## src/scs_pkg.sv

```systemverilog
// Constants, command codes and helpers for the sensor command sequencer
package scs_pkg;

  // ----------------------------------------------------------------
  // Widths and layout
  // ----------------------------------------------------------------
  localparam int unsigned BYTE_W      = 8;
  localparam int unsigned PIDX_W      = 5;
  localparam int unsigned PARAM_DEPTH = 32;
  localparam int unsigned DUE_W       = 6;
  localparam int unsigned RATE_W      = 8;

  // Parameter memory index of the channel enable list
  localparam logic [PIDX_W-1:0] PIDX_CHANNEL_LIST = 5'h01;
  // Reset value of every parameter memory location
  localparam logic [BYTE_W-1:0] PARAM_RST_VAL     = 8'h00;

  // ----------------------------------------------------------------
  // Command bytes
  // ----------------------------------------------------------------
  localparam logic [BYTE_W-1:0] NO_OPERATION_CMD     = 8'h00;
  localparam logic [BYTE_W-1:0] SOFT_RESET_CMD       = 8'h01;
  localparam logic [BYTE_W-1:0] BUS_ADDRESS_CHANGE_CMD = 8'h02;
  localparam logic [BYTE_W-1:0] PROXIMITY_SINGLE_SHOT_CMD = 8'h05;
  localparam logic [BYTE_W-1:0] AMBIENT_SINGLE_SHOT_CMD   = 8'h06;
  localparam logic [BYTE_W-1:0] BOTH_SINGLE_SHOT_CMD      = 8'h07;
  localparam logic [BYTE_W-1:0] PROXIMITY_LOOP_HALT_CMD   = 8'h09;
  localparam logic [BYTE_W-1:0] AMBIENT_LOOP_HALT_CMD     = 8'h0A;
  localparam logic [BYTE_W-1:0] BOTH_LOOP_HALT_CMD        = 8'h0B;
  localparam logic [BYTE_W-1:0] PROXIMITY_LOOP_RUN_CMD    = 8'h0D;
  localparam logic [BYTE_W-1:0] AMBIENT_LOOP_RUN_CMD      = 8'h0E;
  localparam logic [BYTE_W-1:0] BOTH_LOOP_RUN_CMD         = 8'h0F;

  // Parameter operations in command bits [6:5] when bit 7 is set
  localparam logic [1:0] OP_PARAM_READ  = 2'h0;
  localparam logic [1:0] OP_PARAM_WRITE = 2'h1;
  localparam logic [1:0] OP_PARAMETER_MASK_CLEAR_CMD   = 2'h2;
  localparam logic [1:0] OP_PARAMETER_MASK_SET_CMD    = 2'h3;

  // ----------------------------------------------------------------
  // Response codes
  // ----------------------------------------------------------------
  localparam logic [BYTE_W-1:0] RESP_RST_VAL      = 8'h00;
  localparam logic [BYTE_W-1:0] RESP_INVALID      = 8'h80;
  localparam logic [BYTE_W-1:0] RESP_OVERFLOW_BASE = 8'h88;

  // ----------------------------------------------------------------
  // Timing
  // ----------------------------------------------------------------
  localparam int unsigned CLK_PERIOD_NS    = 20;
  localparam int unsigned WAKE_UNIT_NS     = 31250;
  localparam int unsigned WAKE_UNIT_CYCLES =
    (WAKE_UNIT_NS / CLK_PERIOD_NS) < 1 ? 1 : (WAKE_UNIT_NS / CLK_PERIOD_NS);
  localparam int unsigned UNIT_CNT_W       = 12;

  // ----------------------------------------------------------------
  // Sequencer states, Gray along sleep-exec-issue-wait
  // ----------------------------------------------------------------
  typedef enum logic [1:0]
  {
    SCS_SLEEP = 2'b00,
    SCS_EXEC  = 2'b01,
    SCS_ISSUE = 2'b11,
    SCS_WAIT  = 2'b10
  } scs_state_type;

  // Lowest pending slot; proximity slots sit below ambient slots
  function automatic logic [2:0] scs_first_due(input logic [DUE_W-1:0] due);
    logic [2:0] idx;
    idx = 3'h0;
    for (int i = DUE_W - 1; i >= 0; i--)
    begin
      if (due[i])
      begin
        idx = 3'(i);
      end
    end
    return idx;
  endfunction

  // Slot number to channel enable list bit position
  function automatic logic [2:0] scs_slot_channel(input logic [2:0] slot);
    return (slot < 3'h3) ? slot : 3'(slot + 3'h1);
  endfunction

endpackage

```

## src/scs_sequencer.sv

```systemverilog
// Command interpreter and measurement scheduler of the light sensor
`timescale 1ns/10ps
module scs_sequencer
#(
  parameter int unsigned UNIT_CYCLES = scs_pkg::WAKE_UNIT_CYCLES
)
(
  input  wire logic                          core_clk,             // Clock, 50 MHz
  input  wire logic                          nrst,                 // Async reset, active low
  input  wire logic                          cmd_wr,               // Command register write
  input  wire logic [scs_pkg::BYTE_W-1:0]    cmd_byte,             // Written command byte
  input  wire logic [scs_pkg::BYTE_W-1:0]    param_write_mailbox,  // Host write mailbox
  input  wire logic [scs_pkg::RATE_W-1:0]    base_wake_interval,   // Wake units, 0 = forced
  input  wire logic [scs_pkg::RATE_W-1:0]    proximity_rate,       // Wakes per proximity run
  input  wire logic [scs_pkg::RATE_W-1:0]    ambient_rate,         // Wakes per ambient run
  input  wire logic                          meas_done,            // Conversion finished
  input  wire logic                          meas_overflow,        // Conversion overflowed
  output logic      [scs_pkg::BYTE_W-1:0]    param_read_mailbox,   // Host read mailbox
  output logic      [scs_pkg::BYTE_W-1:0]    response,             // Response register
  output logic                               meas_start,           // Start one conversion
  output logic      [2:0]                    meas_channel,         // Channel list bit number
  output logic                               seq_awake             // Sequencer out of sleep
);
  import scs_pkg::*;

  // ----------------------------------------------------------------
  // Declarations
  // ----------------------------------------------------------------
  scs_state_type               state_r;
  logic                        cmd_pend_r;
  logic [BYTE_W-1:0]           cmd_r;
  logic [UNIT_CNT_W-1:0]       unit_cnt_r;
  logic [RATE_W-1:0]           ivl_cnt_r;
  logic                        wake_pend_r;
  logic                        ps_run_r;
  logic                        als_run_r;
  logic [RATE_W-1:0]           ps_cnt_r;
  logic [RATE_W-1:0]           als_cnt_r;
  logic [DUE_W-1:0]            due_r;
  logic                        force_r;
  logic [BYTE_W-1:0]           param_mem_r [PARAM_DEPTH];
  logic [BYTE_W-1:0]           response_r;
  logic [BYTE_W-1:0]           rd_mbox_r;
  logic                        meas_start_r;
  logic [2:0]                  meas_chan_r;

  logic                        take_cmd;
  logic                        take_wake;
  logic                        in_exec;
  logic                        soft_rst;
  logic                        is_param;
  logic [PIDX_W-1:0]           pidx;
  logic [BYTE_W-1:0]           pcur;
  logic [BYTE_W-1:0]           pnew;
  logic                        cmd_valid;
  logic [DUE_W-1:0]            chan_mask;
  logic [DUE_W-1:0]            force_due;
  logic                        is_force;
  logic                        ps_due;
  logic                        als_due;
  logic [DUE_W-1:0]            auto_due;
  logic [2:0]                  cur_slot;
  logic [DUE_W-1:0]            due_left;
  logic                        meas_end;
  logic                        pass_end;
  logic                        exec_done;
  logic                        ivl_hit;

  // ----------------------------------------------------------------
  // Command decode
  // ----------------------------------------------------------------
  assign in_exec   = (state_r == SCS_EXEC);
  assign take_cmd  = (state_r == SCS_SLEEP) && cmd_pend_r;
  assign take_wake = (state_r == SCS_SLEEP) && !cmd_pend_r && wake_pend_r;
  assign soft_rst  = in_exec && (cmd_r == SOFT_RESET_CMD);
  assign is_param  = cmd_r[7];
  assign pidx      = cmd_r[PIDX_W-1:0];
  assign pcur      = param_mem_r[pidx];
  assign chan_mask = {param_mem_r[PIDX_CHANNEL_LIST][6:4],
                      param_mem_r[PIDX_CHANNEL_LIST][2:0]};

  always_comb
  begin
    unique case (cmd_r[6:5])
      OP_PARAM_READ:  pnew = pcur;
      OP_PARAM_WRITE: pnew = param_write_mailbox;
      OP_PARAMETER_MASK_CLEAR_CMD:   pnew = pcur & param_write_mailbox;
      OP_PARAMETER_MASK_SET_CMD:    pnew = pcur | param_write_mailbox;
    endcase
  end

  always_comb
  begin
    is_force  = 1'b0;
    force_due = '0;
    cmd_valid = 1'b1;
    if (!is_param)
    begin
      unique case (cmd_r)
        NO_OPERATION_CMD, SOFT_RESET_CMD, BUS_ADDRESS_CHANGE_CMD,
        PROXIMITY_LOOP_HALT_CMD, AMBIENT_LOOP_HALT_CMD, BOTH_LOOP_HALT_CMD,
        PROXIMITY_LOOP_RUN_CMD, AMBIENT_LOOP_RUN_CMD, BOTH_LOOP_RUN_CMD:
        begin
          cmd_valid = 1'b1;
        end
        PROXIMITY_SINGLE_SHOT_CMD, AMBIENT_SINGLE_SHOT_CMD, BOTH_SINGLE_SHOT_CMD:
        begin
          is_force  = 1'b1;
          force_due = chan_mask & {{3{cmd_r[1]}}, {3{cmd_r[0]}}};
        end
        default:
        begin
          cmd_valid = 1'b0;
        end
      endcase
    end
  end

  // ----------------------------------------------------------------
  // Measurement selection
  // ----------------------------------------------------------------
  assign ps_due   = ps_run_r && (proximity_rate != '0) && (ps_cnt_r <= 8'h01);
  assign als_due  = als_run_r && (ambient_rate != '0) && (als_cnt_r <= 8'h01);
  assign auto_due = chan_mask & {{3{als_due}}, {3{ps_due}}};
  assign cur_slot = scs_first_due(due_r);
  assign due_left = due_r & ~(6'h01 << cur_slot);
  assign meas_end = (state_r == SCS_WAIT) && meas_done;
  assign pass_end = meas_end && (due_left == '0);
  assign exec_done = in_exec && cmd_valid && !soft_rst && (cmd_r != NO_OPERATION_CMD)
                     && !(is_force && (force_due != '0));

  // ----------------------------------------------------------------
  // Command latch; a command write is served ahead of a pending wake
  // ----------------------------------------------------------------
  always_ff @(posedge core_clk or negedge nrst)
  begin
    if (!nrst)
    begin
      cmd_pend_r <= 1'b0;
      cmd_r      <= NO_OPERATION_CMD;
    end
    else if (cmd_wr)
    begin
      cmd_pend_r <= 1'b1;
      cmd_r      <= cmd_byte;
    end
    else if (take_cmd)
    begin
      cmd_pend_r <= 1'b0;
    end
  end

  // ----------------------------------------------------------------
  // Base wake timer
  // ----------------------------------------------------------------
  assign ivl_hit = (unit_cnt_r == UNIT_CNT_W'(UNIT_CYCLES - 1))
                   && (ivl_cnt_r >= base_wake_interval - 8'h01);

  always_ff @(posedge core_clk or negedge nrst)
  begin
    if (!nrst)
    begin
      unit_cnt_r  <= '0;
      ivl_cnt_r   <= '0;
      wake_pend_r <= 1'b0;
    end
    else if (soft_rst || (base_wake_interval == '0))
    begin
      unit_cnt_r  <= '0;
      ivl_cnt_r   <= '0;
      wake_pend_r <= 1'b0;
    end
    else
    begin
      if (unit_cnt_r == UNIT_CNT_W'(UNIT_CYCLES - 1))
      begin
        unit_cnt_r <= '0;
        ivl_cnt_r  <= ivl_hit ? '0 : 8'(ivl_cnt_r + 8'h01);
      end
      else
      begin
        unit_cnt_r <= 12'(unit_cnt_r + 12'h001);
      end
      if (ivl_hit)
      begin
        wake_pend_r <= 1'b1;
      end
      else if (take_wake)
      begin
        wake_pend_r <= 1'b0;
      end
    end
  end

  // ----------------------------------------------------------------
  // Autonomous loops and group counters
  // ----------------------------------------------------------------
  always_ff @(posedge core_clk or negedge nrst)
  begin
    if (!nrst)
    begin
      ps_run_r  <= 1'b0;
      als_run_r <= 1'b0;
      ps_cnt_r  <= 8'h01;
      als_cnt_r <= 8'h01;
    end
    else if (soft_rst)
    begin
      ps_run_r  <= 1'b0;
      als_run_r <= 1'b0;
      ps_cnt_r  <= 8'h01;
      als_cnt_r <= 8'h01;
    end
    else if (in_exec && !is_param)
    begin
      if ((cmd_r == PROXIMITY_LOOP_RUN_CMD) || (cmd_r == BOTH_LOOP_RUN_CMD))
      begin
        ps_run_r <= 1'b1;
        ps_cnt_r <= 8'h01;
      end
      if ((cmd_r == AMBIENT_LOOP_RUN_CMD) || (cmd_r == BOTH_LOOP_RUN_CMD))
      begin
        als_run_r <= 1'b1;
        als_cnt_r <= 8'h01;
      end
      if ((cmd_r == PROXIMITY_LOOP_HALT_CMD) || (cmd_r == BOTH_LOOP_HALT_CMD))
      begin
        ps_run_r <= 1'b0;
      end
      if ((cmd_r == AMBIENT_LOOP_HALT_CMD) || (cmd_r == BOTH_LOOP_HALT_CMD))
      begin
        als_run_r <= 1'b0;
      end
    end
    else if (take_wake)
    begin
      if (ps_run_r && (proximity_rate != '0))
      begin
        ps_cnt_r <= ps_due ? proximity_rate : 8'(ps_cnt_r - 8'h01);
      end
      if (als_run_r && (ambient_rate != '0))
      begin
        als_cnt_r <= als_due ? ambient_rate : 8'(als_cnt_r - 8'h01);
      end
    end
  end

  // ----------------------------------------------------------------
  // Sequencer state machine
  // ----------------------------------------------------------------
  always_ff @(posedge core_clk or negedge nrst)
  begin
    if (!nrst)
    begin
      state_r      <= SCS_SLEEP;
      due_r        <= '0;
      force_r      <= 1'b0;
      meas_start_r <= 1'b0;
      meas_chan_r  <= 3'h0;
    end
    else
    begin
      meas_start_r <= 1'b0;
      unique case (state_r)
        SCS_SLEEP:
        begin
          if (take_cmd)
          begin
            state_r <= SCS_EXEC;
          end
          else if (take_wake && (auto_due != '0))
          begin
            state_r <= SCS_ISSUE;
            due_r   <= auto_due;
            force_r <= 1'b0;
          end
        end
        SCS_EXEC:
        begin
          if (!soft_rst && is_force && (force_due != '0))
          begin
            state_r <= SCS_ISSUE;
            due_r   <= force_due;
            force_r <= 1'b1;
          end
          else
          begin
            state_r <= SCS_SLEEP;
          end
        end
        SCS_ISSUE:
        begin
          state_r      <= SCS_WAIT;
          meas_start_r <= 1'b1;
          meas_chan_r  <= scs_slot_channel(cur_slot);
        end
        SCS_WAIT:
        begin
          if (meas_done)
          begin
            due_r   <= due_left;
            state_r <= (due_left == '0) ? SCS_SLEEP : SCS_ISSUE;
          end
        end
      endcase
    end
  end

  // ----------------------------------------------------------------
  // Parameter memory and read mailbox
  // ----------------------------------------------------------------
  always_ff @(posedge core_clk or negedge nrst)
  begin
    if (!nrst)
    begin
      for (int i = 0; i < PARAM_DEPTH; i++)
      begin
        param_mem_r[i] <= PARAM_RST_VAL;
      end
      rd_mbox_r <= PARAM_RST_VAL;
    end
    else if (soft_rst)
    begin
      for (int i = 0; i < PARAM_DEPTH; i++)
      begin
        param_mem_r[i] <= PARAM_RST_VAL;
      end
      rd_mbox_r <= PARAM_RST_VAL;
    end
    else if (in_exec && is_param)
    begin
      param_mem_r[pidx] <= pnew;
      rd_mbox_r         <= pnew;
    end
  end

  // ----------------------------------------------------------------
  // Response register
  // ----------------------------------------------------------------
  always_ff @(posedge core_clk or negedge nrst)
  begin
    if (!nrst)
    begin
      response_r <= RESP_RST_VAL;
    end
    else if (soft_rst || (in_exec && (cmd_r == NO_OPERATION_CMD)))
    begin
      response_r <= RESP_RST_VAL;
    end
    else if (in_exec && !cmd_valid)
    begin
      response_r <= RESP_INVALID;
    end
    else if (meas_end && meas_overflow)
    begin
      response_r <= RESP_OVERFLOW_BASE | {5'h00, meas_chan_r};
    end
    else if ((exec_done || (pass_end && force_r)) && (response_r[7:4] == 4'h0))
    begin
      response_r <= {4'h0, 4'(response_r[3:0] + 4'h1)};
    end
  end

  // ----------------------------------------------------------------
  // Outputs
  // ----------------------------------------------------------------
  assign param_read_mailbox = rd_mbox_r;
  assign response           = response_r;
  assign meas_start         = meas_start_r;
  assign meas_channel       = meas_chan_r;
  assign seq_awake          = (state_r != SCS_SLEEP);

endmodule

```

## config.mk

```make
export PLATFORM = sky130hd
export DESIGN_NAME = scs_sequencer
export DESIGN_NICKNAME = d
export VERILOG_FILES = /design/src/scs_pkg.sv /design/src/scs_sequencer.sv
export SDC_FILE = /design/constraint.sdc
export NUM_CORES = 1
export LEC_CHECK = 0
export BUFFER_PORTS_ARGS = -buffer_cell sky130_fd_sc_hd__buf_4
export CORE_ASPECT_RATIO = 0.5
export CORE_MARGIN = 5
export CORE_UTILIZATION = 62
export CTS_CLUSTER_DIAMETER = 60
export DETAILED_ROUTE_END_ITERATION = 6
export HOLD_SLACK_MARGIN = 0.03
export PLACE_DENSITY = 0.8
export SYNTH_ARGS = -nofsm -noshare
export SYNTH_HDL_FRONTEND = slang
export SYNTH_SLANG_ARGS = --single-unit
```

## constraint.sdc

```tcl
create_clock -name core_clk -period 2.9 [get_ports core_clk]
set_input_delay 0.58 -clock core_clk [delete_from_list [all_inputs] [get_ports core_clk]]
set_output_delay 0.58 -clock core_clk [all_outputs]
set_load 0.02 [all_outputs]
```

==> flow_summary.toml <==
[synth]
yosys_most_used_dff = "dfrtp_1"
synth-edff-count = 0
syn_area_sq_mm = 0.01684
syn_area_per_cell_sq_um = 10.12
syn-instance-count = 1665
synth-async-reset-ratio = 1.000
synth-seq-cells = 330
seq_area_frac_synth = 0.4904
synth_cell_types = 80
ys_warn_count = 0

[run_status]
status = "finished with violations"
violations = "DRC"

[detailed_routing]
route.detailed.wl_per_inst_microns = 22.46
vias = 14460
top_layer_used = "met4"
met1_length_microns = 18530
finalWirelength_microns = 47620
dr_wl_met3_microns = 5342
first_iter_violations = 1860
drtPass1Iterations = 7
drc = 1
viasPerCell = 6.819
route.met2.wl_microns = 22420
ant_nets = 0

[sta]
fin_ws_ps = 112.4
finalCriticalPeriod_ps = 2788
setup_viol = 0
drv_slew = 0
timing.fmax_ghz = 0.3587
tightest_slew_ps = 800.9
max_slew_margin = 0.4622
hold_viol_final = 0
fin_worst_skew_ps = 15.21
min_period_over_period = 0.9612

[placement]
pre_cts_slack_ps = -252.2
dp_hpwl_microns = 33030
dp.cells = 2068
routabilityCongestion = 0.9825
numPortBuffers = 62

[critical_path]
setup.worst_path.class = "reg2reg"
worst_r2r_startpoint = "cmd_r[0]"
reg2reg_to = "param_mem_r[81]"
max_stage_delay_ps = 450
slowest_stage = "dfrtp_4"
crit_chain = "buf_12, nor2b_1, buf_4, a22oi_1, a31oi_1, a221oi_1, a32oi_2, buf_4, o21ai_0"
critPathMaxFanout = 40
endpoint = "param_mem_r[81]"
rrSetupSlack_ps = 110
required_ps = 3340
worst_setup_path_end_kind = "flip-flop"
reg2regPathDepth = 9
crit_start = "cmd_r[0]"
worstPathArrival_ps = 3230
cp-start-kind = "flip-flop"
cpMostUsedCell = "buf_4"

[clock_network]
cts-root-buf = "clkbuf_16"
path_clk_slew_ps = 70
cts_tree = "yes"
cts_made_buffers = 29
insertion_delay_ps = 570
clock_path_buffers = 3
htree_levels = 1
cts_sinks = 330
holdBufCountCts = 0

[cells_and_area]
drive_gt1_frac = 0.1601
stdcell_count = 2120
insertedDiodeCount = 0
final_util = 0.7183
syn2layout_area_growth_pct = 13.39
fillers = 1875
nets = 1820
register_area_sq_mm = 0.008268
multi_input_area_sq_mm = 0.007956

[power_and_ir_drop]
power_density_mw_per_mm2 = 880.3
p_leak_nw = 8.443
vdd_ir_drop_max_mv = 0.4925
total_power_mw = 16.81

[floorplanning]
core_area_sq_mm = 0.02659
die_area_sq_mm = 0.03077
initial_core_util = 0.6335
die_x_microns = 243.1
ios = 66
die_h_microns = 126.6
rows = 42

[run]
max_cap_viol_count = 0

[grt]
grt_pass1_wl_microns = 76900
gr-total-overflow = 0
antenna_found_initial = 0
grt_max_degree = 101
first_global_vias = 14480
grtUsageTotal = 0.3051

[min_path]
hp-class = "in2async"
[cells in the mapped netlist (all sizes together) (29+ instances only)]
cell type / instances / share of area
buf: 47 / 0.020
nand2: 195 / 0.044
mux2i: 44 / 0.026
mux4: 54 / 0.077
nand3: 200 / 0.059
dfrtp: 328 / 0.49
nor2: 54 / 0.012
a21oi: 37 / 0.011
inv: 29 / 0.0065
clkbuf: 62 / 0.014
o21ai: 294 / 0.088
[worst min-delay path by stage]
| stage | start | cells after the start | slack (ps) | end |
|---|---|---|---|---|
| after detailed placement | param_mem_r[202] | 2 | 470 | param_mem_r[202] |
| after global placement | param_mem_r[201] | 2 | 460 | param_mem_r[201] |
| after global routing | nrst | 1 | 50 | due_r[4] |
| after floorplan | nrst | 0 | 280 | als_cnt_r[1] |
| final | nrst | 1 | 2 | due_r[4] |
| after CTS | nrst | 1 | 30 | due_r[4] |
[cells in the final DEF (no fill, tap or decap), types with 9 or more instances in the layout]
master     instances
a21oi_1           36
a22oi_1           15
a31oi_1           23
a32o_1            13
and2_1            28
and3_1            10
buf_12            12
buf_4            145
clkbuf_16         29
clkbuf_8           9
dfrtp_1          326
ha_1              28
inv_1             29
mux2_2             9
mux2i_1           44
mux4_1            20
mux4_2            34
nand2_1          194
nand3_1          199
nand4_1           13
nor2_1            52
nor2b_1           11
nor3_1            25
nor4_1            11
o21ai_0          226
o21ai_1           67
o22ai_1           10
o31ai_1           10
xnor2_1           13
[flip-flops by register name, indices dropped and copies added (netlist names), 6 cells and up]
signal,cells
param_mem_r,250
unit_cnt_r,12
als_cnt_r,8
cmd_r,8
ivl_cnt_r,8
param_read_mailbox,8
ps_cnt_r,8
chan_mask,6
due_r,6
[cell type report]
type                            count  share of cell area
Inverter                           30            0.005896
Tap cell                          352             0.02306
Clock inverter                     11            0.006158
Sequential cell                   330              0.4329
Clock buffer                       41             0.04507
Timing Repair Buffer              158             0.07036
Multi-Input combinational cell   1198              0.4166
[per-stage QoR]
stage	setup TNS (ps)	hold slack (ps)	cell area, sq um
2_1_floorplan	0	284.4	16850
3_3_place_gp	-1139	458.2	18100
3_5_place_dp	-1779	466.2	18100
4_1_cts	0	30.23	19080
5_1_grt	-20.20	53.46	19100
6_report	0	2.171	19100
[cell families (layout without fill, tap and decap cells)]
family / Yosys count / after routing / share of synthesized area
AND/OR/NAND/NOR: 583 / 583 / 0.1663
AO/OA/AOI/OAI: 459 / 459 / 0.1633
flip-flops: 330 / 330 / 0.4904
buffers and inverters: 139 / 240 / 0.04085
multiplexers: 107 / 107 / 0.1088
adder cells (fa/ha/maj): 28 / 28 / 0.02080
XOR/XNOR: 18 / 18 / 0.009359
other: 1 / 3 / 0.0002226
[per-layer routing]
layer	vias up	GRT usage
met3	131	0.07818
met5	-	0
met2	873	0.5021
li1	6299	-
met4	0	0.08400
met1	7153	0.4109
[critical path: cells and delay by family, from the launching register on]
kind	cells	cell delay [ps]
AO/OA/AOI/OAI	5	1100
buffers and inverters	3	840
flip-flops	1	450
AND/OR/NAND/NOR	1	220
[report_power, final]
group | leakage [nW] | internal [mW] | total [mW] | switching (mW)
combinational | 4.44 | 2.30 | 5.25 | 2.95
clock | 0.483 | 2.25 | 4.04 | 1.79
sequential | 3.52 | 6.36 | 7.52 | 1.16
total | 8.44 | 10.9 | 16.8 | 5.90
[timing repair]
item / 4_1_cts / 5_1_grt
buffers inserted: 0 / 0
setup endpoints to repair: 0 / 24
gates resized for setup: 0 / 3
Note: power is estimated with default switching activity, not from simulation.
